[config.mk]
export PLATFORM = sky130hd
export DESIGN_NAME = adc_result_computation
export DESIGN_NICKNAME = d
export VERILOG_FILES = /design/src/common/adc_compute_pkg.sv /design/src/design/adc_result_computation.sv
export SDC_FILE = /design/constraint.sdc
export NUM_CORES = 1
export LEC_CHECK = 0
export BUFFER_PORTS_ARGS = -buffer_cell sky130_fd_sc_hd__buf_2
export CORE_ASPECT_RATIO = 1.2
export CORE_MARGIN = 1.5
export CORE_UTILIZATION = 66
export CTS_CLUSTER_DIAMETER = 60
export DETAILED_ROUTE_END_ITERATION = 16
export HOLD_SLACK_MARGIN = 0.12
export PLACE_DENSITY_LB_ADDON = 0.12
export SYNTH_ARGS = -nofsm -noshare
export SYNTH_HDL_FRONTEND = slang
export SYNTH_SLANG_ARGS = --single-unit
[constraint.sdc]
create_clock -name CLOCK -period 18.02 [get_ports CLOCK]
set_input_delay 3.604 -clock CLOCK [delete_from_list [all_inputs] [get_ports CLOCK]]
set_output_delay 3.604 -clock CLOCK [all_outputs]
set_load 0.01 [all_outputs]
[src/common/adc_compute_pkg.sv]
// Constants, types and register layout of the result computation unit
package adc_compute_pkg;

    // ==========================================================
    // Widths
    localparam int RES_W = 16;
    localparam int ACC_W = 16;
    localparam int TALLY_W = 8;

    // ==========================================================
    // Computation modes
    localparam logic [2:0] MODE_BASIC = 3'h0;
    localparam logic [2:0] MODE_ACCUM = 3'h1;
    localparam logic [2:0] MODE_AVERAGE = 3'h2;
    localparam logic [2:0] MODE_BURST = 3'h3;
    localparam logic [2:0] MODE_LOWPASS = 3'h4;

    // ==========================================================
    // Register byte offsets
    localparam logic [7:0] OFS_CONTROL = 8'h00;
    localparam logic [7:0] OFS_STATUS = 8'h04;
    localparam logic [7:0] OFS_TARGET = 8'h08;
    localparam logic [7:0] OFS_TALLY = 8'h0C;
    localparam logic [7:0] OFS_SUM_LOW = 8'h10;
    localparam logic [7:0] OFS_SUM_HIGH = 8'h14;
    localparam logic [7:0] OFS_SCALED = 8'h18;
    localparam logic [7:0] OFS_LOWER = 8'h1C;
    localparam logic [7:0] OFS_UPPER = 8'h20;
    localparam logic [7:0] OFS_EARLIER = 8'h24;
    localparam logic [7:0] OFS_RESULT = 8'h28;

    // ==========================================================
    // Control register fields
    localparam int CTL_MODE_LSB = 0;
    localparam int CTL_DOUBLE_SAMPLE_ENABLE_BIT = 3;
    localparam int CTL_SHIFT_LSB = 4;
    localparam int CTL_LAUNCH_BIT = 8;
    localparam int CTL_CLEAR_BIT = 9;
    localparam int CTL_RCOSC_BIT = 10;

    // Status register fields, write one to clear
    localparam int STS_DONE_BIT = 0;
    localparam int STS_THRESH_BIT = 1;
    localparam int STS_WRAP_BIT = 2;

    // ==========================================================
    // Reset values and cycle counts
    localparam logic [7:0] TARGET_RESET = 8'h01;
    localparam logic [TALLY_W-1:0] TALLY_MAX = 8'hFF;
    localparam logic [2:0] CLEAR_CYCLES_RC = 3'h5;
    localparam logic [2:0] CLEAR_CYCLES_SYS = 3'h1;

    // ==========================================================
    // Types
    typedef enum logic [1:0] {
        ST_IDLE,
        ST_CONVERT,
        ST_CLEAR
    } phase_t;

    typedef struct packed {
        logic [2:0] mode;
        logic double_sample_enable;
        logic [2:0] shift;
        logic launch;
        logic clear_req;
        logic rc_osc;
        logic [7:0] target;
        logic signed [RES_W-1:0] lower;
        logic signed [RES_W-1:0] upper;
    } control_t;

    typedef struct packed {
        logic done;
        logic thresh;
        logic wrap;
    } flags_t;

endpackage

[src/design/adc_result_computation.sv]
// Post-conversion computation unit with classic Wishbone register slave
`timescale 1ns/100ps
`default_nettype none

module adc_result_computation #(
    parameter int RES_W = adc_compute_pkg::RES_W,
    parameter int ACC_W = adc_compute_pkg::ACC_W
) (
    input wire logic CLOCK,
    input wire logic NRST,
    input wire logic WB_CYC_I,
    input wire logic WB_STB_I,
    input wire logic WB_WE_I,
    input wire logic [7:0] WB_ADR_I,
    input wire logic [3:0] WB_SEL_I,
    input wire logic [31:0] WB_DAT_I,
    output logic [31:0] WB_DAT_O,
    output logic WB_ACK_O,
    input wire logic EXT_TRIGGER,
    input wire logic CONV_READY,
    input wire logic [RES_W-1:0] CONV_RESULT,
    output logic CONV_START,
    output logic DONE_FLAG,
    output logic THRESH_FLAG
);

    // ==========================================================
    // State
    typedef struct packed {
        adc_compute_pkg::phase_t phase;
        adc_compute_pkg::control_t ctl;
        adc_compute_pkg::flags_t flg;
        logic [ACC_W-1:0] sum;
        logic [adc_compute_pkg::TALLY_W-1:0] tally;
        logic [RES_W-1:0] scaled;
        logic [RES_W-1:0] result;
        logic [RES_W-1:0] earlier;
        logic second;
        logic [2:0] clr_cnt;
        logic start;
        logic ack;
        logic [31:0] rdata;
        logic [2:0] trig_sync;
    } state_t;

    state_t q, d;

    // ==========================================================
    // Helpers
    function automatic logic [31:0] merge(input logic [31:0] old,
            input logic [31:0] wr, input logic [3:0] sel);
        logic [31:0] r;
        r = old;
        for (int i = 0; i < 4; i++) begin
            if (sel[i]) begin
                r[8*i +: 8] = wr[8*i +: 8];
            end
        end
        return r;
    endfunction

    function automatic logic [adc_compute_pkg::TALLY_W-1:0] bump(
            input logic [adc_compute_pkg::TALLY_W-1:0] t);
        // Saturate rather than wrap so a long run never looks short
        if (t == adc_compute_pkg::TALLY_MAX) begin
            return t;
        end
        return t + 8'h01;
    endfunction

    function automatic logic [31:0] ctl_word(
            input adc_compute_pkg::control_t c);
        logic [31:0] w;
        w = 32'h0;
        w[adc_compute_pkg::CTL_MODE_LSB +: 3] = c.mode;
        w[adc_compute_pkg::CTL_DOUBLE_SAMPLE_ENABLE_BIT] = c.double_sample_enable;
        w[adc_compute_pkg::CTL_SHIFT_LSB +: 3] = c.shift;
        w[adc_compute_pkg::CTL_LAUNCH_BIT] = c.launch;
        w[adc_compute_pkg::CTL_CLEAR_BIT] = c.clear_req;
        w[adc_compute_pkg::CTL_RCOSC_BIT] = c.rc_osc;
        return w;
    endfunction

    // ==========================================================
    // Next state
    logic bus_req, wr_now, trig, launch_evt, test_now, test_true;
    logic [31:0] wv, rv;
    logic [RES_W-1:0] sample;
    logic [ACC_W:0] wide;
    logic signed [RES_W-1:0] err;

    always_comb begin
        d = q;
        bus_req = WB_CYC_I && WB_STB_I;
        wr_now = bus_req && WB_WE_I && q.ack;
        wv = 32'h0;
        rv = 32'h0;
        launch_evt = 1'b0;
        test_now = 1'b0;
        test_true = 1'b0;
        sample = '0;
        wide = '0;
        err = '0;
        d.start = 1'b0;
        d.ack = bus_req && !q.ack;
        d.trig_sync = {q.trig_sync[1:0], EXT_TRIGGER};
        trig = q.trig_sync[1] && !q.trig_sync[2];

        // ======================================================
        // Register writes, taken at the edge where ack is seen
        if (wr_now) begin
            case (WB_ADR_I)
                adc_compute_pkg::OFS_CONTROL: begin
                    wv = merge(ctl_word(q.ctl), WB_DAT_I, WB_SEL_I);
                    d.ctl.mode = wv[adc_compute_pkg::CTL_MODE_LSB +: 3];
                    d.ctl.double_sample_enable = wv[adc_compute_pkg::CTL_DOUBLE_SAMPLE_ENABLE_BIT];
                    d.ctl.shift = wv[adc_compute_pkg::CTL_SHIFT_LSB +: 3];
                    d.ctl.rc_osc = wv[adc_compute_pkg::CTL_RCOSC_BIT];
                    if (wv[adc_compute_pkg::CTL_LAUNCH_BIT] &&
                            !q.ctl.launch) begin
                        launch_evt = 1'b1;
                    end
                    if (wv[adc_compute_pkg::CTL_CLEAR_BIT] &&
                            q.phase != adc_compute_pkg::ST_CLEAR) begin
                        d.ctl.clear_req = 1'b1;
                    end
                end
                adc_compute_pkg::OFS_STATUS: begin
                    wv = WB_DAT_I & {{24{1'b0}}, {8{WB_SEL_I[0]}}};
                    if (wv[adc_compute_pkg::STS_DONE_BIT]) begin
                        d.flg.done = 1'b0;
                    end
                    if (wv[adc_compute_pkg::STS_THRESH_BIT]) begin
                        d.flg.thresh = 1'b0;
                    end
                    if (wv[adc_compute_pkg::STS_WRAP_BIT]) begin
                        d.flg.wrap = 1'b0;
                    end
                end
                adc_compute_pkg::OFS_TARGET: begin
                    if (WB_SEL_I[0]) begin
                        d.ctl.target = WB_DAT_I[7:0];
                    end
                end
                adc_compute_pkg::OFS_LOWER: begin
                    wv = merge({16'h0, q.ctl.lower}, WB_DAT_I, WB_SEL_I);
                    d.ctl.lower = wv[RES_W-1:0];
                end
                adc_compute_pkg::OFS_UPPER: begin
                    wv = merge({16'h0, q.ctl.upper}, WB_DAT_I, WB_SEL_I);
                    d.ctl.upper = wv[RES_W-1:0];
                end
                default: begin
                end
            endcase
        end
        if (trig && !q.ctl.launch) begin
            launch_evt = 1'b1;
        end

        // ======================================================
        // Sequencer
        case (q.phase)
            adc_compute_pkg::ST_IDLE: begin
                if (q.ctl.clear_req) begin
                    d.phase = adc_compute_pkg::ST_CLEAR;
                    d.clr_cnt = q.ctl.rc_osc ?
                        adc_compute_pkg::CLEAR_CYCLES_RC :
                        adc_compute_pkg::CLEAR_CYCLES_SYS;
                end else if (launch_evt) begin
                    d.ctl.launch = 1'b1;
                    d.start = 1'b1;
                    d.phase = adc_compute_pkg::ST_CONVERT;
                    // Mode written together with the launch rules this step
                    if (d.ctl.mode == adc_compute_pkg::MODE_AVERAGE &&
                            q.tally >= d.ctl.target) begin
                        d.sum = '0;
                        d.tally = '0;
                    end
                    if (d.ctl.mode == adc_compute_pkg::MODE_BURST &&
                            !q.second) begin
                        d.sum = '0;
                        d.tally = '0;
                    end
                end
            end
            adc_compute_pkg::ST_CONVERT: begin
                if (CONV_READY) begin
                    d.phase = adc_compute_pkg::ST_IDLE;
                    d.ctl.launch = 1'b0;
                    d.result = CONV_RESULT;
                    if (q.ctl.double_sample_enable && !q.second) begin
                        // First of a pair stores its value, and raises done only outside basic mode
                        d.second = 1'b1;
                        d.earlier = CONV_RESULT;
                        if (q.ctl.mode != adc_compute_pkg::MODE_BASIC) begin
                            d.flg.done = 1'b1;
                        end
                    end else begin
                        d.second = 1'b0;
                        sample = q.ctl.double_sample_enable ?
                            CONV_RESULT - q.earlier : CONV_RESULT;
                        d.flg.done = 1'b1;
                        case (q.ctl.mode)
                            adc_compute_pkg::MODE_BASIC: begin
                                test_now = 1'b1;
                                err = sample;
                            end
                            adc_compute_pkg::MODE_LOWPASS: begin
                                wide = {1'b0, q.sum} + {1'b0, sample} -
                                    {1'b0, q.sum >> q.ctl.shift};
                            end
                            default: begin
                                wide = {1'b0, q.sum} + {1'b0, sample};
                            end
                        endcase
                        if (q.ctl.mode != adc_compute_pkg::MODE_BASIC) begin
                            d.sum = wide[ACC_W-1:0];
                            if (wide[ACC_W]) begin
                                d.flg.wrap = 1'b1;
                            end
                            d.tally = bump(q.tally);
                            d.scaled = wide[ACC_W-1:0] >> q.ctl.shift;
                            err = d.scaled;
                            if (q.ctl.mode == adc_compute_pkg::MODE_ACCUM) begin
                                test_now = 1'b1;
                            end else begin
                                test_now = d.tally >= q.ctl.target;
                            end
                            if (q.ctl.mode == adc_compute_pkg::MODE_BURST &&
                                    d.tally < q.ctl.target) begin
                                // Burst keeps converting without software
                                d.phase = adc_compute_pkg::ST_CONVERT;
                                d.ctl.launch = 1'b1;
                                d.start = 1'b1;
                                test_now = 1'b0;
                            end
                        end
                    end
                end
            end
            adc_compute_pkg::ST_CLEAR: begin
                d.sum = '0;
                d.tally = '0;
                d.flg.wrap = 1'b0;
                d.clr_cnt = q.clr_cnt - 3'h1;
                if (q.clr_cnt == 3'h1) begin
                    d.ctl.clear_req = 1'b0;
                    d.phase = adc_compute_pkg::ST_IDLE;
                end
            end
            default: begin
                d.phase = adc_compute_pkg::ST_IDLE;
            end
        endcase

        // Signed window test, flagged only when it actually runs
        test_true = (err < q.ctl.lower) || (err > q.ctl.upper);
        if (test_now && test_true) begin
            d.flg.thresh = 1'b1;
        end

        // ======================================================
        // Read data, valid together with ack
        case (WB_ADR_I)
            adc_compute_pkg::OFS_CONTROL: rv = ctl_word(q.ctl);
            adc_compute_pkg::OFS_STATUS: rv = {29'h0, q.flg.wrap,
                q.flg.thresh, q.flg.done};
            adc_compute_pkg::OFS_TARGET: rv = {24'h0, q.ctl.target};
            adc_compute_pkg::OFS_TALLY: rv = {24'h0, q.tally};
            adc_compute_pkg::OFS_SUM_LOW: rv = {24'h0, q.sum[7:0]};
            adc_compute_pkg::OFS_SUM_HIGH: rv = {24'h0, q.sum[15:8]};
            adc_compute_pkg::OFS_SCALED: rv = {16'h0, q.scaled};
            adc_compute_pkg::OFS_LOWER: rv = {16'h0, q.ctl.lower};
            adc_compute_pkg::OFS_UPPER: rv = {16'h0, q.ctl.upper};
            adc_compute_pkg::OFS_EARLIER: rv = {16'h0, q.earlier};
            adc_compute_pkg::OFS_RESULT: rv = {16'h0, q.result};
            default: rv = 32'h0;
        endcase
        d.rdata = (bus_req && !q.ack) ? rv : 32'h0;
    end

    // ==========================================================
    // Registers
    always_ff @(posedge CLOCK or negedge NRST) begin
        if (!NRST) begin
            q <= '0;
            q.phase <= adc_compute_pkg::ST_IDLE;
            q.ctl.target <= adc_compute_pkg::TARGET_RESET;
        end else begin
            q <= d;
        end
    end

    assign WB_DAT_O = q.rdata;
    assign WB_ACK_O = q.ack;
    assign CONV_START = q.start;
    assign DONE_FLAG = q.flg.done;
    assign THRESH_FLAG = q.flg.thresh;

endmodule // adc_result_computation

`default_nettype wire

==> run_results.csv <==
group,metric,value,unit
outcome,status,"finished, final reports clean",
synthesis,synth_area_per_cell,9.01,µm²
global_route,track_usage,0.387,
layout,drive_above_1_share,0.167,
routing,drc,0,
synthesis,synth_xor_area_frac,0.0192,
floorplanning,die_x,128,µm
critical_path,slowest_stage,"a2111oi_0",
critical_path,cpPeakStageDelay,610,ps
synthesis,synthMuxAreaShare,0.127,
floorplanning,core-area,18200,µm²
cts,clkLatencyLatePin,430,ps
floorplanning,row_count,54,
cts,root_buffer,"clkbuf_16",
run,cap_violations,0,
layout,finish.instance_area,13200,µm²
cts,postCtsSetupBuffers,0,
placed_design,portBuffers,68,
synthesis,ys_seq_area_frac,0.309,
power_and_ir_drop,swShare,0.322,
power_and_ir_drop,power_density,72.6,nW/µm²
critical_path,regToRegSetupSlack,9090,ps
layout,fin_util,0.726,
cts,ctsResizeCount,0,
timing,clock_skew,10.9,ps
routing,drt_iter0_markers,1331,
placed_design,gp_congestion,0.974,
global_route,antenna_found_initial,0,
timing,finalMaxSlewViolations,0,
layout,n_antenna_cell,0,
cts,clock_sinks,152,
synthesis,synth_top_area_share,0.307,
power_and_ir_drop,clockPowerShare,0.372,
cts,holdBufCountCts,0,
synthesis,synth-edff-count,0,
critical_path,cp_max_fo,6,
synthesis,synthTopCellsByArea,"dfrtp_1, ha_1, mux2_2",
synthesis,ys.flop_type,"dfrtp_1",
timing,min_period_over_period,0.658,
global_route,grt_pass1_wl,59000,µm
cts,htree_num_levels,4,
global_route,grt.met3_usage,0.0667,
critical_path,cp_common_cell,"ha_1",
synthesis,syn_area,12300,µm²
routing,ant_nets,0,
power_and_ir_drop,pwr-share-comb,0.232,
floorplanning,die_h,153,µm
timing,fmax,0.0843,GHz
synthesis,synth_top_family_by_area,"compound AO/OA/AOI/OAI gates",
timing,tightest_slew,1130,ps
synthesis,yosys_register_bits,152,
synthesis,synthAdderAreaFrac,0.108,
critical_path,criticalPathCategory,"input pin to flop",
synthesis,synth_top_area_cell,"dfrtp_1",
power_and_ir_drop,p_switching,0.309,mW
routing,viasPerCell,6.89,
synthesis,synthArstFlopShare,1.00,
routing,wirelength,36800,µm
synthesis,syn_inst,1365,
layout,multi_input_area,7720,µm²
timing,period_needed,11860,ps
global_route,grt-busiest-layer,"met2",
global_route,grt_pass1_vias,10900,
power_and_ir_drop,power.internal,0.651,mW
power_and_ir_drop,leakage,5.99,nW
layout,fillers,1434,
worst_hold_path,min_path_type,"flop to flop",
timing,finalHoldViolCount,0,
timing,hold-worst-slack,356,ps
global_route,use_met2,0.621,
power_and_ir_drop,peakVddDrop,65.4,µV
layout,nets,1568,
synthesis,synth_compound_area_frac,0.229,
timing,setup_violations,0,
routing,wl_per_cell,22.5,µm
layout,syn_to_final_growth,7.64,%
cts,cts_tree,"done",
synthesis,yosysWarnings,0,
global_route,grt-ovfl-total,0,
placed_design,dpl_cell_area,12700,µm²
cts,cts_max_path_buffers,2,
layout,seq_area,3800,µm²
power_and_ir_drop,pwr-share-seq,0.396,
critical_path,worst_setup_path_start_kind,"input pin",
global_route,met1_usage,0.517,
floorplanning,initial_core_util,0.674,
timing,rsz0062_at_grt,"no",
global_route,grt_max_degree,91,
synthesis,yosys.area_share.simple,0.140,
timing,tns,0,ps
critical_path,worstSetupEndpointType,"flop",
timing,slew_headroom,0.244,
cts,clk_pin_slew,70,ps
critical_path,cp_data_required_time,18310,ps
critical_path,crit_arrival,12150,ps
placed_design,hpwl,27700,µm
routing,dr.pass1.iters,6,
routing,dr_total_vias,11300,
floorplanning,die-area,19500,µm²
synthesis,synth_cell_types,88,
floorplanning,ios,103,
cts,cts_made_buffers,17,
-- power by group through the flow --
stage          Sequential, mW  Combinational [mW]  Clock [mW]
3_5_place_dp            0.385               0.218           0
6_report                0.380               0.223       0.357
2_1_floorplan           0.380               0.159           0
5_1_grt                 0.382               0.246       0.372
3_3_place_gp            0.384               0.213           0
4_1_cts                 0.380               0.219       0.357
-- routing by layer --
metal,share of wire,vias to the layer above
met5,0,-
met4,0.045,0
met3,0.089,107
met2,0.47,603
met1,0.40,5438
li1,-,5113
-- cell type report --
class                           count  area share
Sequential cell                   152       0.287
Clock inverter                     12      0.0108
Tap cell                          224      0.0212
Clock buffer                       20      0.0330
Inverter                          101      0.0286
Multi-Input combinational cell   1040       0.583
Timing Repair Buffer               85      0.0358
-- worst max-delay path, delay by kind of cell --
kind	cells	cell delay [ps]
AO/OA/AOI/OAI	20	4580
XOR/XNOR	1	150
adder cells (fa/ha/maj)	5	1390
buffers and inverters	3	280
multiplexers	2	590
AND/OR/NAND/NOR	7	1540
-- final timing paths --
kind                       cells after the start          end           start
max                                           38  THRESH_FLAG  CONV_RESULT[0]
min                                            0         d[2]            d[1]
max reg2reg                                   36  THRESH_FLAG           q[43]
min reg2reg                                    0         d[2]            d[1]
max in group asynchronous                      2       q[103]            NRST
min in group asynchronous                      1         q[2]            NRST
-- registers in the layout, summed over array words and instances (netlist names) --
signal and count:
q 130, WB_DAT_O 16, d 2, CONV_START 1, DONE_FLAG 1, THRESH_FLAG 1, WB_ACK_O 1
-- synthesized netlist by cell type (7+ instances only) --
| cell | count |
|---|---|
| nand2_1 | 101 |
| and3_1 | 8 |
| a22oi_1 | 27 |
| nand3_1 | 36 |
| nor3_1 | 24 |
| inv_1 | 98 |
| nor2b_1 | 16 |
| o21ai_0 | 58 |
| o21a_1 | 14 |
| a221oi_1 | 16 |
| o41ai_1 | 18 |
| buf_1 | 7 |
| ha_1 | 101 |
| nor2_1 | 93 |
| nand4_1 | 16 |
| or2_2 | 8 |
| a22o_1 | 15 |
| clkbuf_1 | 45 |
| buf_4 | 32 |
| a222oi_1 | 9 |
| a211oi_1 | 21 |
| mux2i_1 | 37 |
| xnor2_1 | 18 |
| mux4_2 | 9 |
| o21ai_1 | 18 |
| mux2_2 | 85 |
| a21o_1 | 23 |
| or3_1 | 12 |
| a31oi_1 | 25 |
| dfrtp_1 | 151 |
| nand2b_1 | 11 |
| xor2_1 | 9 |
| o31ai_1 | 15 |
| a21oi_1 | 67 |
| o211ai_1 | 10 |
-- per-stage QoR --
step,power [mW],worst slack (ps),cells
5_1_grt,1.00,5690,1634
2_1_floorplan,0.539,7470,1380
4_1_cts,0.956,6420,1634
3_5_place_dp,0.603,6030,1602
3_3_place_gp,0.597,6170,1602
6_report,0.960,6160,1634
-- logic make-up after synthesis --
| family | Yosys count |
|---|---|
| buffers and inverters | 188 |
| AOI/OAI and AO/OA | 400 |
| adders and majority gates | 104 |
| xor gates and xnor gates | 27 |
| DFF | 152 |
| muxes | 134 |
| and+or+nand+nor | 359 |
| other | 1 |
-- cells in the final DEF (no fill, tap or decap), types with 9 or more instances in the layout --
cell type	synthesis	final
ha_1	101	101
clkbuf_16	0	17
a31oi_1	25	25
a21o_1	23	23
o21ai_0	58	58
mux2_2	85	85
dfrtp_1	151	151
xor2_1	9	9
mux2i_1	37	37
nand2b_1	11	11
nor2b_1	16	16
o21ai_1	18	18
mux4_2	9	9
nand2_1	101	101
a221oi_1	16	16
o31ai_1	15	15
a222oi_1	9	9
a211oi_1	21	21
buf_4	32	17
xnor2_1	18	18
o41ai_1	18	18
a22o_1	15	15
o21a_1	14	14
a21oi_1	67	67
nor3_1	24	24
or3_1	12	12
a22oi_1	27	27
o211ai_1	10	10
nor2_1	93	93
nand3_1	36	36
conb_1	1	16
inv_1	98	98
buf_2	3	67
nand4_1	16	16
No activity file was read; power rests on OpenSTA's default activity.
